--- src/pg_consts.svh ---
// Register indexes, field positions and reset values of the pulse block
`ifndef PG_CONSTS_SVH
`define PG_CONSTS_SVH

`define PG_CHANNELS 8
`define PG_PRE_WIDTH 7
`define PG_IDX_WIDTH 30

`define PG_IDX_ENABLE 30'h1b0000
`define PG_IDX_POLARITY 30'h1b0001
`define PG_IDX_CLK_CHOICE 30'h1b0002
`define PG_IDX_PRESCALE 30'h1b0003
`define PG_IDX_CENTER 30'h1b0004
`define PG_IDX_CONTROL 30'h1b0005
`define PG_IDX_SCALE_A 30'h1b0008
`define PG_IDX_SCALE_B 30'h1b0009
`define PG_IDX_COUNTER 30'h1b000c
`define PG_IDX_PERIOD 30'h1b0014
`define PG_IDX_DUTY 30'h1b001c
`define PG_IDX_SHUTDOWN 30'h1b0024

`define PG_RESET_ZERO 8'h00
`define PG_RESET_PER_DTY 8'hff

`define PG_MASK_PRESCALE 8'h77
`define PG_MASK_CONTROL 8'hfc
`define PG_MASK_ALL 8'hff

`define PG_PCKA_LSB 0
`define PG_PCKB_LSB 4
`define PG_PAIR_0_1_CONCATENATE_BIT 4
`define PG_SEL_WORD 4'hf

`endif

--- src/pg_types_pkg.sv ---
// Shared types of the pulse block
package pg_types_pkg;
    typedef logic [7:0] byte_t;
    typedef logic [3:0] sel_t;
    typedef logic [31:0] word_t;
    typedef enum logic {SRC_A, SRC_B} src_e;
endpackage

--- src/pg_channel.sv ---
// One pulse channel: counter, double buffers and waveform compare
`timescale 1ns/1ps
`include "pg_consts.svh"
module pg_channel
    import pg_types_pkg::*;
(
    input wire logic sys_clk,
    input wire logic rst,
    input wire logic tick,
    input wire logic enable,
    input wire logic polarity,
    input wire logic center,
    input wire pg_types_pkg::byte_t period,
    input wire pg_types_pkg::byte_t duty,
    input wire logic cnt_clr,
    output pg_types_pkg::byte_t count,
    output logic wave
);
    byte_t per_act;
    byte_t dty_act;
    logic run;
    logic down;
    logic left_end;
    logic center_turn;
    logic center_end;
    logic load;

    assign left_end = (per_act == 8'h00) || (count >= 8'(per_act - 8'h01));
    assign center_turn = !down && (count >= per_act);
    assign center_end = down && (count == 8'h00);
    // Buffers reload at period end, on a counter write or while stopped, never mid-waveform
    assign load = !run || cnt_clr || (tick && (center ? center_end : left_end));
    // Polarity is not buffered, so a change may stretch the current pulse
    assign wave = run && ((count < dty_act) ? polarity : !polarity);

    always_ff @(posedge sys_clk or posedge rst)
    begin
        if (rst)
            run <= 1'b0;
        else if (!enable)
            run <= 1'b0;
        else if (tick)
            run <= 1'b1;
    end

    always_ff @(posedge sys_clk or posedge rst)
    begin
        if (rst)
        begin
            per_act <= `PG_RESET_PER_DTY;
            dty_act <= `PG_RESET_PER_DTY;
        end
        else if (load)
        begin
            per_act <= period;
            dty_act <= duty;
        end
    end

    always_ff @(posedge sys_clk or posedge rst)
    begin
        if (rst)
        begin
            count <= `PG_RESET_ZERO;
            down <= 1'b0;
        end
        else if (!run || cnt_clr)
        begin
            count <= 8'h00;
            down <= 1'b0;
        end
        else if (tick)
        begin
            if (!center)
                count <= left_end ? 8'h00 : 8'(count + 8'h01);
            else if (per_act == 8'h00)
                count <= 8'h00;
            else if (center_turn)
            begin
                down <= 1'b1;
                count <= 8'(count - 8'h01);
            end
            else if (center_end)
            begin
                down <= 1'b0;
                count <= 8'h01;
            end
            else
                count <= down ? 8'(count - 8'h01) : 8'(count + 8'h01);
        end
    end

    a_enable_waits: assert property (
        @(posedge sys_clk) disable iff (rst)
        (!run && enable && !tick) |=> !run)
        else $error("channel started without a clock tick");

    a_buffer_hold: assert property (
        @(posedge sys_clk) disable iff (rst)
        (run && !cnt_clr && !tick && enable) |=> $stable(dty_act) && $stable(per_act))
        else $error("duty or period changed mid-waveform");

    a_count_steps: assert property (
        @(posedge sys_clk) disable iff (rst)
        (run && enable && !tick && !cnt_clr) |=> $stable(count))
        else $error("counter moved without a tick");

    a_low_start: assert property (
        @(posedge sys_clk) disable iff (rst)
        (run && !polarity && count == 8'h00 && dty_act != 8'h00) |-> !wave)
        else $error("low polarity did not start low");

    a_high_start: assert property (
        @(posedge sys_clk) disable iff (rst)
        (run && polarity && count >= dty_act) |-> !wave)
        else $error("high polarity did not fall at duty count");
endmodule

--- src/pulse_gen.sv ---
// Eight channel pulse generator with classic Wishbone register slave
//
// Overview of operation
// Eight channels in one contiguous register block
// Period and duty registers are one byte
// Period and duty reload only at boundaries
// Left or center aligned per channel
// Four clock sources: A, B, scaled A, B
// Unmapped addresses and undefined bits ignore writes
// Full word access ends in error
// Reset: period, duty 0xff, rest zero
// Enable bit n drives channel n
// Output starts at next source clock cycle
// Prescaler stops when no channel enabled
// Concatenated pair holds even output off
// Polarity 0: low first, high at duty
// Polarity 1: high first, low at duty
// Concatenated even polarity has no effect
// Polarity change acts at once, unsynchronised
// Software sets pin muxing beforehand
// Channels 0,1,4,5 on A; others B
// Software changes concatenation only when disabled
// Eight bit counter advances per tick
`timescale 1ns/1ps
`include "pg_consts.svh"
module pulse_gen
    import pg_types_pkg::*;
(
    input wire logic sys_clk,
    input wire logic rst,
    input wire logic cyc_i,
    input wire logic stb_i,
    input wire logic we_i,
    input wire pg_types_pkg::word_t adr_i,
    input wire pg_types_pkg::sel_t sel_i,
    input wire pg_types_pkg::word_t dat_i,
    output pg_types_pkg::word_t dat_o,
    output logic ack_o,
    output logic err_o,
    output logic [7:0] waveform_output_pin
);
    localparam int NCH = `PG_CHANNELS;

    byte_t channel_output_enable;
    byte_t channel_start_polarity;
    byte_t channel_clock_choice;
    byte_t prescale_clock_choice;
    byte_t center_align_select;
    byte_t block_control;
    byte_t scale_a_divider;
    byte_t scale_b_divider;
    byte_t emergency_shutdown;
    byte_t channel_period_array [NCH];
    byte_t channel_duty_array [NCH];
    byte_t channel_counter_array [NCH];

    logic [`PG_IDX_WIDTH-1:0] idx;
    logic req;
    logic word_req;
    logic wr_en;
    logic rd_en;
    byte_t wbyte;
    byte_t rd_byte;

    logic hit_enable;
    logic hit_polarity;
    logic hit_clk_choice;
    logic hit_prescale;
    logic hit_center;
    logic hit_control;
    logic hit_scale_a;
    logic hit_scale_b;
    logic hit_shutdown;
    logic hit_counter;
    logic hit_period;
    logic hit_duty;
    logic hit_any;
    logic [2:0] arr_sel;

    logic any_enabled;
    logic [`PG_PRE_WIDTH-1:0] pre_cnt;
    logic [1:0] base_tick;
    logic [1:0] scaled_tick;
    logic [NCH-1:0] chan_tick;
    logic [NCH-1:0] hold_mask;
    logic [NCH-1:0] chan_enable;
    logic [NCH-1:0] chan_wave;
    logic [NCH-1:0] cnt_clr;
    logic [3:0] pair_concatenate_bit;

    // Bus decode: each printed index is one aligned word
    assign idx = adr_i[31:2];
    assign req = cyc_i && stb_i && !ack_o && !err_o;
    // Byte and halfword are fine; only the full word is refused
    assign word_req = req && (sel_i == `PG_SEL_WORD);
    assign wr_en = req && !word_req && we_i && sel_i[0];
    assign rd_en = req && !word_req;
    assign wbyte = dat_i[7:0];

    assign hit_enable = (idx == `PG_IDX_ENABLE);
    assign hit_polarity = (idx == `PG_IDX_POLARITY);
    assign hit_clk_choice = (idx == `PG_IDX_CLK_CHOICE);
    assign hit_prescale = (idx == `PG_IDX_PRESCALE);
    assign hit_center = (idx == `PG_IDX_CENTER);
    assign hit_control = (idx == `PG_IDX_CONTROL);
    assign hit_scale_a = (idx == `PG_IDX_SCALE_A);
    assign hit_scale_b = (idx == `PG_IDX_SCALE_B);
    assign hit_shutdown = (idx == `PG_IDX_SHUTDOWN);
    assign hit_counter = (idx >= `PG_IDX_COUNTER) && (idx < `PG_IDX_PERIOD);
    assign hit_period = (idx >= `PG_IDX_PERIOD) && (idx < `PG_IDX_DUTY);
    assign hit_duty = (idx >= `PG_IDX_DUTY) && (idx < `PG_IDX_SHUTDOWN);
    assign hit_any = hit_enable || hit_polarity || hit_clk_choice || hit_prescale
        || hit_center || hit_control || hit_scale_a || hit_scale_b || hit_shutdown
        || hit_counter || hit_period || hit_duty;
    // Arrays are eight entries on an index four past an eight-aligned one
    assign arr_sel = idx[2:0] ^ 3'h4;

    always_comb
    begin
        rd_byte = 8'h00;
        if (hit_enable)
            rd_byte = channel_output_enable;
        else if (hit_polarity)
            rd_byte = channel_start_polarity;
        else if (hit_clk_choice)
            rd_byte = channel_clock_choice;
        else if (hit_prescale)
            rd_byte = prescale_clock_choice;
        else if (hit_center)
            rd_byte = center_align_select;
        else if (hit_control)
            rd_byte = block_control;
        else if (hit_scale_a)
            rd_byte = scale_a_divider;
        else if (hit_scale_b)
            rd_byte = scale_b_divider;
        else if (hit_shutdown)
            rd_byte = emergency_shutdown;
        else if (hit_counter)
            rd_byte = channel_counter_array[arr_sel];
        else if (hit_period)
            rd_byte = channel_period_array[arr_sel];
        else if (hit_duty)
            rd_byte = channel_duty_array[arr_sel];
    end

    // Answer one cycle after the request; unmapped reads return zero
    always_ff @(posedge sys_clk or posedge rst)
    begin
        if (rst)
        begin
            ack_o <= 1'b0;
            err_o <= 1'b0;
            dat_o <= 32'h0000_0000;
        end
        else
        begin
            ack_o <= rd_en;
            err_o <= word_req;
            if (rd_en)
                dat_o <= {24'h00_0000, rd_byte};
        end
    end

    // Scalar registers; writes elsewhere fall through untouched
    always_ff @(posedge sys_clk or posedge rst)
    begin
        if (rst)
        begin
            channel_output_enable <= `PG_RESET_ZERO;
            channel_start_polarity <= `PG_RESET_ZERO;
            channel_clock_choice <= `PG_RESET_ZERO;
            prescale_clock_choice <= `PG_RESET_ZERO;
            center_align_select <= `PG_RESET_ZERO;
            block_control <= `PG_RESET_ZERO;
            scale_a_divider <= `PG_RESET_ZERO;
            scale_b_divider <= `PG_RESET_ZERO;
            emergency_shutdown <= `PG_RESET_ZERO;
        end
        else if (wr_en)
        begin
            if (hit_enable)
                channel_output_enable <= wbyte;
            if (hit_polarity)
                channel_start_polarity <= wbyte;
            if (hit_clk_choice)
                channel_clock_choice <= wbyte;
            if (hit_prescale)
                prescale_clock_choice <= wbyte & `PG_MASK_PRESCALE;
            if (hit_center)
                center_align_select <= wbyte;
            if (hit_control)
                block_control <= wbyte & `PG_MASK_CONTROL;
            if (hit_scale_a)
                scale_a_divider <= wbyte;
            if (hit_scale_b)
                scale_b_divider <= wbyte;
            if (hit_shutdown)
                emergency_shutdown <= wbyte & `PG_MASK_ALL;
        end
    end

    // Prescaler freezes, not clears, so a restart keeps its phase
    assign any_enabled = |channel_output_enable;

    always_ff @(posedge sys_clk or posedge rst)
    begin
        if (rst)
            pre_cnt <= '0;
        else if (any_enabled)
            pre_cnt <= `PG_PRE_WIDTH'(pre_cnt + 1'b1);
    end

    // Clock A and B, then their scaled versions dividing by twice the scale
    genvar s;
    generate
        for (s = 0; s < 2; s++)
        begin : g_src
            logic [2:0] pick;
            logic [`PG_PRE_WIDTH-1:0] mask;
            logic [8:0] sc_cnt;
            logic [8:0] sc_last;
            byte_t scale;

            assign pick = (s == SRC_A) ? prescale_clock_choice[`PG_PCKA_LSB +: 3]
                : prescale_clock_choice[`PG_PCKB_LSB +: 3];
            assign mask = `PG_PRE_WIDTH'(~({`PG_PRE_WIDTH{1'b1}} << pick));
            assign scale = (s == SRC_A) ? scale_a_divider : scale_b_divider;
            // A zero scale wraps to the longest division
            assign sc_last = 9'({scale, 1'b0} - 9'h001);
            assign base_tick[s] = any_enabled && ((pre_cnt & mask) == mask);
            assign scaled_tick[s] = base_tick[s] && (sc_cnt == sc_last);

            always_ff @(posedge sys_clk or posedge rst)
            begin
                if (rst)
                    sc_cnt <= 9'h000;
                else if (base_tick[s])
                    sc_cnt <= (sc_cnt >= sc_last) ? 9'h000 : 9'(sc_cnt + 9'h001);
            end
        end
    endgenerate

    // Concatenation bits gate the even channel of each pair
    assign pair_concatenate_bit = block_control[`PG_PAIR_0_1_CONCATENATE_BIT +: 4];

    genvar i;
    generate
        for (i = 0; i < NCH; i++)
        begin : g_ch
            localparam int SRC = (i / 2) % 2;

            if (i % 2 == 0)
            begin : g_even
                assign hold_mask[i] = pair_concatenate_bit[i / 2];
            end
            else
            begin : g_odd
                assign hold_mask[i] = 1'b0;
            end

            assign chan_tick[i] = channel_clock_choice[i] ? scaled_tick[SRC]
                : base_tick[SRC];
            assign chan_enable[i] = channel_output_enable[i] && !hold_mask[i];
            assign cnt_clr[i] = wr_en && hit_counter && (arr_sel == 3'(i));

            // Period and duty are the software-side buffer stage
            always_ff @(posedge sys_clk or posedge rst)
            begin
                if (rst)
                begin
                    channel_period_array[i] <= `PG_RESET_PER_DTY;
                    channel_duty_array[i] <= `PG_RESET_PER_DTY;
                end
                else if (wr_en && (arr_sel == 3'(i)))
                begin
                    if (hit_period)
                        channel_period_array[i] <= wbyte;
                    if (hit_duty)
                        channel_duty_array[i] <= wbyte;
                end
            end

            pg_channel u_chan (
                .sys_clk(sys_clk),
                .rst(rst),
                .tick(chan_tick[i]),
                .enable(chan_enable[i]),
                .polarity(channel_start_polarity[i]),
                .center(center_align_select[i]),
                .period(channel_period_array[i]),
                .duty(channel_duty_array[i]),
                .cnt_clr(cnt_clr[i]),
                .count(channel_counter_array[i]),
                .wave(chan_wave[i])
            );
        end
    endgenerate

    // Pins registered; held channels stay low
    always_ff @(posedge sys_clk or posedge rst)
    begin
        if (rst)
            waveform_output_pin <= 8'h00;
        else
            waveform_output_pin <= chan_wave & ~hold_mask;
    end

    a_word_refused: assert property (
        @(posedge sys_clk) disable iff (rst)
        (cyc_i && stb_i && !ack_o && !err_o && sel_i == 4'hf) |=> (err_o && !ack_o))
        else $error("word access was not refused");

    a_unmapped_quiet: assert property (
        @(posedge sys_clk) disable iff (rst)
        (req && we_i && !hit_any)
        |=> $stable({channel_output_enable, channel_start_polarity, block_control,
            center_align_select, channel_clock_choice, prescale_clock_choice}))
        else $error("unmapped write changed state");

    a_reserved_bits: assert property (
        @(posedge sys_clk) disable iff (rst)
        1'b1 |-> ((prescale_clock_choice & 8'h88) == 8'h00)
            && ((block_control & 8'h03) == 8'h00))
        else $error("reserved bit became set");

    a_prescale_idle: assert property (
        @(posedge sys_clk) disable iff (rst)
        (channel_output_enable == 8'h00) |=> $stable(pre_cnt))
        else $error("prescaler ran with all channels off");

    a_concat_hold: assert property (
        @(posedge sys_clk) disable iff (rst)
        (block_control[4] && $past(block_control[4])) |-> !waveform_output_pin[0])
        else $error("even channel driven while concatenated");

    a_reset_values: assert property (
        @(posedge sys_clk) disable iff (rst)
        $past(rst) |-> (channel_period_array[3] == 8'hff)
            && (channel_duty_array[5] == 8'hff) && (channel_output_enable == 8'h00))
        else $error("reset values wrong");

    a_ack_single: assert property (
        @(posedge sys_clk) disable iff (rst)
        ack_o |=> !ack_o)
        else $error("ack held longer than one cycle");

    a_clock_pick: assert property (
        @(posedge sys_clk) disable iff (rst)
        (!channel_clock_choice[2] && base_tick[1]) |-> chan_tick[2])
        else $error("channel two not on clock B");

    a_disabled_low: assert property (
        @(posedge sys_clk) disable iff (rst)
        (!channel_output_enable[1] && $past(!channel_output_enable[1]))
        |=> !waveform_output_pin[1])
        else $error("disabled channel drove its pin");
endmodule

--- config.mk ---
export PLATFORM = sky130hd
export DESIGN_NAME = pulse_gen
export DESIGN_NICKNAME = d
export VERILOG_FILES = /design/src/pg_types_pkg.sv /design/src/pg_channel.sv /design/src/pulse_gen.sv
export VERILOG_INCLUDE_DIRS = /design/src
export SDC_FILE = /design/constraint.sdc
export NUM_CORES = 1
export LEC_CHECK = 0
export ABC_CLOCK_PERIOD_IN_PS = 31700
export BUFFER_PORTS_ARGS = -buffer_cell sky130_fd_sc_hd__clkbuf_2
export CELL_PAD_IN_SITES_DETAIL_PLACEMENT = 0
export CELL_PAD_IN_SITES_GLOBAL_PLACEMENT = 1
export CORE_UTILIZATION = 25
export DETAILED_ROUTE_END_ITERATION = 7
export GPL_TIMING_DRIVEN = 0
export HOLD_SLACK_MARGIN = 0.15
export MAX_ROUTING_LAYER = met4
export PLACE_DENSITY_LB_ADDON = 0.1
export SLEW_MARGIN = 10
export SYNTH_ARGS = -nofsm -noshare
export SYNTH_HDL_FRONTEND = slang
export SYNTH_SLANG_ARGS = --single-unit
--- constraint.sdc ---
create_clock -name sys_clk -period 31.7 [get_ports sys_clk]
set_input_delay 3.17 -clock sys_clk [delete_from_list [all_inputs] [get_ports sys_clk]]
set_output_delay 3.17 -clock sys_clk [all_outputs]
set_load 0.05 [all_outputs]
After elaboration in Yosys (flattened, before gate mapping)
Cells that the tools add are included.
{ "totals": {"mem_bits_rw": 0, "latchBits": 0, "inputBits": 73, "mem_bits_ro": 0, "regBits": 447, "output_inout_bits": 42, "memories": 0, "word_cells": 553} }
{ "op_classes": {"eq_ne": 37, "shifts": 2, "mux": 175, "bitwise": 8, "n_div": 0, "reduce_logical": 197, "magnitude_cmp": 33, "addsub": 29, "n_mul": 0} }
{ "op_table": {"columns": ["op", "count"], "rows": [
  ["$mux W8", 82],
  ["$eq A30 B21 Y1 const B", 9],
  ["$ge A8 B8 Y1", 16],
  ["$logic_not A8 Y1", 16],
  ["$sub A8 B1 Y8 const B", 16],
  ["$ge A30 B21 Y1 const B", 3],
  ["$lt A30 B21 Y1 const B", 3],
  ["$mux W1", 88],
  ["$bmux W8 S3", 3],
  ["$logic_and A1 B1 Y1", 67],
  ["$add A8 B1 Y8 const B", 8],
  ["$lt A8 B8 Y1", 8],
  ["$reduce_and A2 Y1", 25],
  ["$reduce_and A4 Y1", 8],
  ["$reduce_bool A2 Y1", 16],
  ["$logic_not A1 Y1", 31],
  ["$logic_or A1 B1 Y1", 24],
  ["$reduce_bool A3 Y1", 8],
  ["$add A9 B1 Y9 const B", 2],
  ["$eq A9 B9 Y1", 2],
  ["$ge A9 B9 Y1", 2],
  ["$mux W9", 2],
  ["$sub A9 B1 Y9 const B", 2],
  ["$ne A2 B1 Y1 const B", 8],
  ["other kinds (17)", 32]
]} }

Logic depth before layout (Yosys ltp)
Gate-level depths: netlist of run 1.
{ "logic_depth": {"ltp_word": 17, "ltp_mapped": 15, "mapped_depth_nobuf": 13} }

Modules after synthesis
Synthesis of run 1 repeated with hierarchy kept, for this count alone.
{ "hier_totals": {"hier_cells": 2940, "hier_area_um2": 30924.7} }
{ "by_module_without_submodules": {"columns": ["mod", "cells_per_inst", "seq_area_each_um2", "instances", "area_per_inst_um2"], "rows": [
  ["pulse_gen", 1022, 6140.9, 1, 12821.0],
  ["pg_channel (g_ch[2].u_chan ...)", 241, 670.6, 5, 2257.2],
  ["pg_channel (g_ch[0].u_chan ...)", 241, 670.6, 2, 2282.2],
  ["pg_channel (g_ch[1].u_chan)", 231, 670.6, 1, 2253.4]
]} }

Worst setup path after synthesis of run 1
OpenSTA, ideal clock, no wires.
{ "synth_path": {"kind": "input to register", "start": "input adr_i[3]", "end": "register dat_o[2]", "setup_time_ns": 0.132, "t_arrival_ns": 5.081, "path_stages": 9, "slack_ns": 26.487, "t_required_ns": 31.568, "cell_sequence": "buf_2 -> buf_2 -> buf_1 -> mux4_2 -> mux2_2 -> nand2_1 -> o21ai_0 -> a2111oi_0 -> o21ai_1"} }
{ "synth_via": {"elab_chain_len": 16} }
{ "synth_rtl": {"columns": ["item", "line_no", "rtl"], "rows": [
  ["start: declaration", "pulse_gen.sv:34", "input wire pg_types_pkg::word_t adr_i,"],
  ["branches (longest 15 deep; another with $ge A30 B21 Y1)", null, null],
  ["$mux W8 (*)", "pulse_gen.sv:121", "if (hit_enable)"],
  ["end signal: assignment", "pulse_gen.sv:161", "dat_o <= {24'h00_0000, rd_byte};"],
  ["end: declaration", "pulse_gen.sv:37", "output pg_types_pkg::word_t dat_o,"]
]} }
Mark *: on every way between the ends. The select of a mux whose other input is x is not followed.
A chain may end at the register's enable or synchronous reset.

Worst setup path in the final report of run 1
{ "layout_path": {"start": "input adr_i[2]", "end": "register center_align_select[7]"} }
{ "layout_via": {"elab_chain_len": 2} }
{ "layout_rtl": {"columns": ["item", "line_no", "rtl"], "rows": [
  ["$eq A30 B21 Y1 (no source line)", null, null],
  ["$reduce_and A2 Y1 (no source line)", null, null],
  ["end signal: assignment", "pulse_gen.sv:174", "center_align_select <= `PG_RESET_ZERO;"],
  ["end signal: assignment", "pulse_gen.sv:191", "center_align_select <= wbyte;"],
  ["end: declaration", "pulse_gen.sv:48", "byte_t center_align_select;"]
]} }
Every way passes these cells.

==> results.py, run 1 <==
metrics = {
    "status": {
        "status": "finished clean",
    },
    "die": {
        "ioPinCount": 115,
        "core_sq_um": 120000,
        "start_util_pct": 25.3,
        "die-area_sq_um": 123000,
        "die_x_um": 351,
        "die_height_um": 351,
        "fp-row-count": 127,
    },
    "route": {
        "detail_route.vias_per_cell": 5.05,
        "drc": 0,
        "postRouteAntennaNets": 0,
        "route.detailed.wl_per_inst_um": 24.9,
        "drt_iter0_drc": 1640,
        "routed_wl_um": 119000,
        "vias": 24076,
        "drtPass1Iterations": 5,
    },
    "worst_setup_path": {
        "cp.arrival_ns": 6.55,
        "crit_family": "simple AND/OR/NAND/NOR gates",
        "required_ns": 32.23,
        "critical_path_class": "in -> reg",
        "r2r_slack_ns": 27.13,
        "cp_common_cell": "buf_4",
        "r2r_start": "g_src[1].scale[4]",
        "r2r_cells": 11,
        "cp_num_buf_inv": 4,
        "crit_fanout": 10,
        "worst_path_max_delay_cell": "nor2_1",
        "endpoint_kind": "register",
        "worstPathCellList": "clkbuf_2 -> buf_4 -> buf_4 -> nor2_1 -> nand2_1 -> nor4_4 -> and2_1 -> buf_2 -> mux2_1",
        "cp-start-kind": "input pin",
        "max_stage_delay_ns": 0.82,
        "r2r_end": "g_ch[2].u_chan.per_act[2]",
    },
    "clock_tree": {
        "cts_setup_buffers": 0,
        "insertion_delay_ns": 0.66,
        "clockRootBuffer": "clkbuf_16",
        "clock-sinks": 447,
        "postCtsHoldBufs": 0,
        "clock_path_buffers": 3,
        "clkTransAtPathRegs_ns": 0.06,
        "post_cts_resize_count": 0,
        "numCtsBuffers": 60,
        "cts_tree": "built",
        "htreeDepth": 2,
    },
    "synth": {
        "syn_area_sq_um": 30400,
        "ys_seq_area_share_pct": 37.9,
        "synthSimpleGateAreaFrac_pct": 13.9,
        "synth_edf_count": 0,
        "synth_compound_area_share_pct": 13.3,
        "synth_ff_type": "dfstp_2",
        "avgSynthCellArea_sq_um": 10.3,
        "synth.area.mux_share_pct": 16.5,
        "syn-instance-count": 2940,
        "ys_ff_latch": 447,
        "synth_warnings": 0,
        "synth_top_family_by_area": "multiplexers",
        "ys_types": 106,
        "synth_xor_area_share_pct": 4.07,
        "synthAdderAreaFrac_pct": 9.77,
        "async_reset_ff_share_pct": 100,
    },
    "placement": {
        "dp_hpwl_um": 89700,
        "portBuffers": 61,
        "routabilityCongestion": 0.900,
        "pre_cts_ws_ns": 25.03,
    },
    "finish": {
        "drive_above_1_share_pct": 24.1,
        "area_growth_pct": 15.7,
        "n_fill_cell": 12540,
        "fin_nets": 3400,
        "layout_commonest_cell": "dfstp_2",
        "mostFrequentLayoutCells": "256 x dfstp_2, 237 x ha_1, 207 x nand2_1, 191 x dfrtp_1, 177 x inv_1",
    },
    "sta": {
        "finalMaxSlewViolations": 0,
        "relSlewSlack_pct": 14.4,
        "setup_ws_ns": 25.69,
        "finalClockSkew_ns": 0.0156,
        "rsz0062_at_grt": "false",
        "setup_viol": 0,
        "tightest_slew_ns": 1.28,
        "finalCritPeriodShare_pct": 19.0,
        "tns_ns": 0,
        "fmax_ghz": 0.166,
        "min_period_ns": 6.01,
        "hold_viol_final": 0,
    },
    "worst_hold_path": {
        "hold_path_class": "reg -> reg",
        "min_from": "err_o",
        "hold_depth": 1,
        "whs_endpoint": "err_o",
    },
    "flow_run": {
        "maxCapViolations": 0,
    },
    "grt": {
        "antenna_found_initial": 16,
        "grt_max_degree": 117,
        "grt_pass1_vias": 24316,
        "grt_use_total_pct": 19.9,
        "grt_pass1_wl_um": 174000,
        "grt_overflow": 0,
    },
    "power_and_ir_drop": {
        "power_leakage_nw": 15.1,
        "irDropWorstVdd_mv": 0.0367,
        "pwr_density_cell_nw_per_um2": 39.7,
    },
}
-- cell usage after synthesis (11+ instances only) --
master	count	share of area, %
mux4_2	50	3.7
o21ai_0	135	2.2
a21o_1	42	1.0
nor3b_1	18	0.45
nand2_1	207	2.6
clkbuf_1	88	1.1
dfrtp_1	191	16
nor2_2	11	0.23
nand2b_1	36	0.74
dfstp_2	256	22
nand3_1	92	1.5
or4_1	17	0.42
o21a_1	26	0.64
buf_2	20	0.33
a31oi_1	35	0.72
xor2_1	46	1.3
o21ai_1	37	0.61
a21oi_1	131	2.2
mux2_1	173	6.4
o22ai_1	16	0.33
o31ai_1	12	0.30
a2111oi_0	15	0.43
a22oi_1	12	0.30
or3_1	23	0.47
a311oi_1	12	0.35
nor2_1	106	1.3
buf_4	31	0.77
mux2i_1	19	0.63
ha_1	237	9.8
and2_1	14	0.29
nor4_1	27	0.56
nor3_1	59	0.97
nor2b_1	21	0.43
a211oi_1	23	0.57
nand4_1	30	0.62
xnor2_1	95	2.7
inv_1	178	2.2
and3_1	48	0.99
mux2_2	155	5.7
-- layer usage --
| layer | part of all wire [%] | vias to the layer above | global-route usage, % |
|---|---|---|---|
| li1 | - | 11150 | - |
| met1 | 49 | 12207 | 28.3 |
| met2 | 44 | 572 | 29.3 |
| met3 | 4.4 | 147 | 2.43 |
| met4 | 2.7 | 0 | 5.72 |
| met5 | 0 | - | - |
-- state kept, by name (all words and copies together), names as in the netlist, 16 cells and up --
name                  flops
channel_duty_array       64
channel_period_array     64
g_ch.u_chan.count        64
g_ch.u_chan.dty_act      64
g_ch.u_chan.per_act      64
g_src.sc_cnt             18
g_src.scale              16
-- final cells by class --
class | instances | area, sq um | area share, %
Multi-Input combinational cell | 2188 | 17600 | 50.0
Clock inverter | 27 | 355 | 1.01
Antenna cell | 12 | 30.0 | 0.0855
Clock buffer | 85 | 1840 | 5.25
Buffer | 150 | 731 | 2.08
Inverter | 178 | 676 | 1.92
Timing Repair Buffer | 65 | 415 | 1.18
Sequential cell | 447 | 11500 | 32.8
Tap cell | 1612 | 2020 | 5.74
-- power breakdown --
| part | leakage, nW | total [mW] | switching (mW) | internal [mW] |
|---|---|---|---|---|
| Combinational | 8.74 | 0.0598 | 0.0472 | 0.0126 |
| Sequential | 5.26 | 0.576 | 0.00211 | 0.574 |
| Clock | 1.09 | 0.759 | 0.291 | 0.469 |
-- cells by family (layout without fill, tap and decap cells) --
family                     count (synthesis)  after routing
other                                      1             36
and+or+nand+nor                          777            777
muxes                                    397            397
adders and majority gates                237            237
xor gates and xnor gates                 141            141
AOI/OAI and AO/OA                        612            612
DFF                                      447            447
buffers and inverters                    328            505
-- through the flow --
step	power [mW]	std cells	cell area [sq um]	hold WS, ns	util, %
floorplan	0.618	2963	30500	0.446	-
global placement	0.643	4636	32800	0.437	27.3
detailed placement	0.646	4640	32900	0.452	27.4
CTS	1.42	4752	35100	0.460	29.2
global route	1.44	4758	35100	0.482	29.2
finish	1.39	4764	35100	0.454	29.2
-- worst register-to-register path, stage by stage, from the launching register on --
cell,delay [ns]
dfrtp_1,0.49
or4_1,0.58
nor4_1,0.26
xnor2_1,0.15
ha_1,0.31
nand3_1,0.10
or3_1,0.51
and2_1,0.27
nor3_2,0.65
a31oi_2,0.47
buf_2,0.35
mux2_1,0.35
-- worst max path at each step --
stage | from | to | slack, ns | cells past startpoint
2_1_floorplan | rst | ack_o | 16.50 | 1
3_3_place_gp | rst | g_ch[5].u_chan.count[2] | 9.51 | 2
3_5_place_dp | adr_i[2] | center_align_select[4] | 25.03 | 9
4_1_cts | adr_i[2] | center_align_select[7] | 25.76 | 9
5_1_grt | adr_i[2] | center_align_select[7] | 25.65 | 9
6_report | adr_i[2] | center_align_select[7] | 25.69 | 9
No activity file was read; power rests on OpenSTA's default activity.
==> run 2: changes to the inputs <==
ABC_AREA = 1   (was unset)
ABC_CLOCK_PERIOD_IN_PS = 5510   (was 31700)
clock period = 5.51 ns   (was 31.7 ns; I/O delays follow)
==> run 2 against run 1 <==
  * Synthesized area fell by 1.5%
  * Sequential share of layout area up 0.43 points
  * Worst hold slack worse by 0.20 ns
  * Synthesized cell count increased by 33%
  * Clock skew rose by 0.016 ns
  * Clock power increased to 5.5 times the previous value
  * Global-route usage rose by 1.0 points
  * Via count grew 11%
  * Critical path type is now reg -> reg
  * Largest power group unchanged
  * Highest routed layer unchanged
==> results.py, run 2 <==
metrics = {
    "status": {
        "status": "finished clean",
    },
    "synth": {
        "yosysMostFrequentCell": "nand2_1",
        "yosys.area.top_type": "dfstp_2",
        "synth_edf_count": 0,
        "syn_area_sq_um": 29900,
        "ys_seq_area_share_pct": 38.5,
        "avgSynthCellArea_sq_um": 7.64,
        "synth_top_cells_by_area": "dfstp_2 22%, dfrtp_1 16%, nand2_1 13%, ha_1 9.9%, o21ai_0 8.6%",
        "ys_ff_latch": 447,
        "ys_types": 62,
        "synth_ff_type": "dfstp_2",
        "netlist_top_cells_count": "1,000 x nand2_1, 516 x o21ai_0, 475 x inv_1",
        "synth_warnings": 0,
        "async_reset_ff_share_pct": 100,
        "yosys.area.top_type_share_pct": 22.5,
        "syn-instance-count": 3911,
    },
    "die": {
        "ioPinCount": 115,
        "fp-row-count": 126,
        "die-area_sq_um": 121000,
        "die_height_um": 348,
        "die_x_um": 348,
        "start_util_pct": 25.3,
        "core_sq_um": 118000,
    },
    "placement": {
        "placedCellCount": 5549,
        "placed_area_sq_um": 32600,
        "routabilityCongestion": 0.883,
        "portBuffers": 63,
        "dp_hpwl_um": 95700,
    },
    "route": {
        "postRouteAntennaNets": 0,
        "routed_wl_um": 123000,
        "route.detailed.wl_per_inst_um": 21.7,
        "drc": 0,
        "drt_iter0_drc": 1704,
        "drtPass1Iterations": 5,
        "detail_route.vias_per_cell": 4.73,
        "vias": 26802,
    },
    "sta": {
        "min_period_ns": 4.03,
        "hold_viol_final": 0,
        "setup_viol": 0,
        "tns_ns": 0,
        "finalMaxSlewViolations": 0,
        "finalCritPeriodShare_pct": 73.2,
        "finalClockSkew_ns": 0.0317,
        "relSlewSlack_pct": 14.5,
        "tightest_slew_ns": 1.28,
        "rsz0062_at_grt": "false",
        "fmax_ghz": 0.248,
    },
    "worst_setup_path": {
        "cp-start-kind": "register",
        "startpoint": "g_src[1].scale[2]",
        "r2r_slack_ns": 1.48,
        "r2r_start": "g_src[1].scale[2]",
        "crit_fanout": 6,
        "required_ns": 6.07,
        "cp.arrival_ns": 4.60,
        "endpoint_kind": "register",
        "endpoint": "g_ch[7].u_chan.count[1]",
        "critical_path_class": "reg -> reg",
        "r2r_cells": 14,
        "r2r_end": "g_ch[7].u_chan.count[1]",
    },
    "grt": {
        "grt_use_total_pct": 20.9,
        "antenna_found_initial": 7,
        "grt_max_degree": 36,
        "grt_pass1_wl_um": 182000,
        "grt_pass1_vias": 26712,
        "grt_overflow": 0,
    },
    "worst_hold_path": {
        "min_from": "stb_i",
        "hold_depth": 4,
        "hold_path_class": "in -> reg",
    },
    "finish": {
        "layout_commonest_cell": "nand2_1",
        "mostFrequentLayoutCells": "1,000 x nand2_1, 516 x o21ai_0, 474 x inv_1, 256 x dfstp_2, 242 x nor2_1",
        "instances_no_fill": 5669,
        "drive_above_1_share_pct": 15.0,
        "utilization_pct": 29.3,
        "area_growth_pct": 16.0,
        "stdcell_area_sq_um": 34700,
        "fin_nets": 4388,
    },
    "clock_tree": {
        "clkTransAtPathRegs_ns": 0.06,
        "clock-sinks": 447,
        "clock_path_buffers": 3,
        "htreeDepth": 2,
        "clockRootBuffer": "clkbuf_16",
        "insertion_delay_ns": 0.69,
        "numCtsBuffers": 60,
        "cts_tree": "built",
    },
    "flow_run": {
        "maxCapViolations": 0,
    },
    "power_and_ir_drop": {
        "power_leakage_nw": 15.3,
        "pwr_density_cell_nw_per_um2": 227,
        "irDropWorstVdd_mv": 0.230,
    },
}
==> run 2: layout make-up <==
cell class | instances | area, sq um
Fill cell | 13095 | 83600
Multi-Input combinational cell | 2859 | 15900
Sequential cell | 447 | 11500
Tap cell | 1536 | 1920
Clock buffer | 92 | 1850
Inverter | 486 | 1830
Buffer | 142 | 779
Timing Repair Buffer | 82 | 681
Clock inverter | 19 | 218
Antenna cell | 6 | 15.0
==> run 2: repair_timing <==
item / in CTS / in global routing
hold buffers: 3 / 0
resized for setup: 0 / 0
endpoints found under the hold margin: 6 / 0
setup buffers: 0 / 0
==> run 2: where the power goes <==
group          total (mW)  switching [mW]  internal (mW)
Combinational       0.401           0.313         0.0883
Sequential           3.30        0.000631           3.29
Clock                4.16            1.68           2.48
Total                7.86            1.99           5.86
==> run 2: metal layers <==
metal / part of all wire, % / vias up / track usage, %
met5: 0 / - / -
met4: 2.5 / 0 / 5.36
met3: 4.1 / 132 / 2.69
met2: 45 / 466 / 32.4
met1: 49 / 12919 / 28.7
li1: - / 13285 / -
==> run 2: kinds of logic after synthesis <==
group / Yosys count / synth area share, %
AND/OR/NAND/NOR: 1572 / 22.2
XOR/XNOR: 143 / 4.19
AO/OA/AOI/OAI: 877 / 16.2
flip-flops: 447 / 38.5
multiplexers: 6 / 0.222
other: 1 / 0.0125
adder cells (fa/ha/maj): 237 / 9.92
buffers and inverters: 628 / 8.70
==> run 2: worst max-delay path, stage by stage (launching register included) <==
cell	delay, ns
dfrtp_1	0.42
inv_1	0.13
nand3_1	0.12
nor2_1	0.15
nand3_1	0.11
xor2_1	0.16
ha_1	0.30
nand2_1	0.09
nor4_1	0.28
inv_1	0.21
a21oi_1	0.97
inv_1	0.31
nor2_4	0.27
inv_1	0.14
o32ai_2	0.23
==> run 2: how the worst min path moves through the flow <==
stage / to / slack, ns
floorplan: g_ch[4].u_chan.run / 0.44
global placement: block_control[3] / 0.46
detailed placement: dat_o[1] / 0.47
CTS: err_o / 0.20
global route: err_o / 0.22
finish: err_o / 0.25
==> run 2: stage by stage <==
stage | setup WS (ns) | hold WS, ns | total power [mW]
finish | 1.48 | 0.250 | 7.86
global route | 1.19 | 0.223 | 8.13
CTS | 1.46 | 0.205 | 8.00
detailed placement | 1.50 | 0.468 | 3.75
global placement | -4.89 | 0.464 | 3.72
floorplan | -0.875 | 0.445 | 3.55
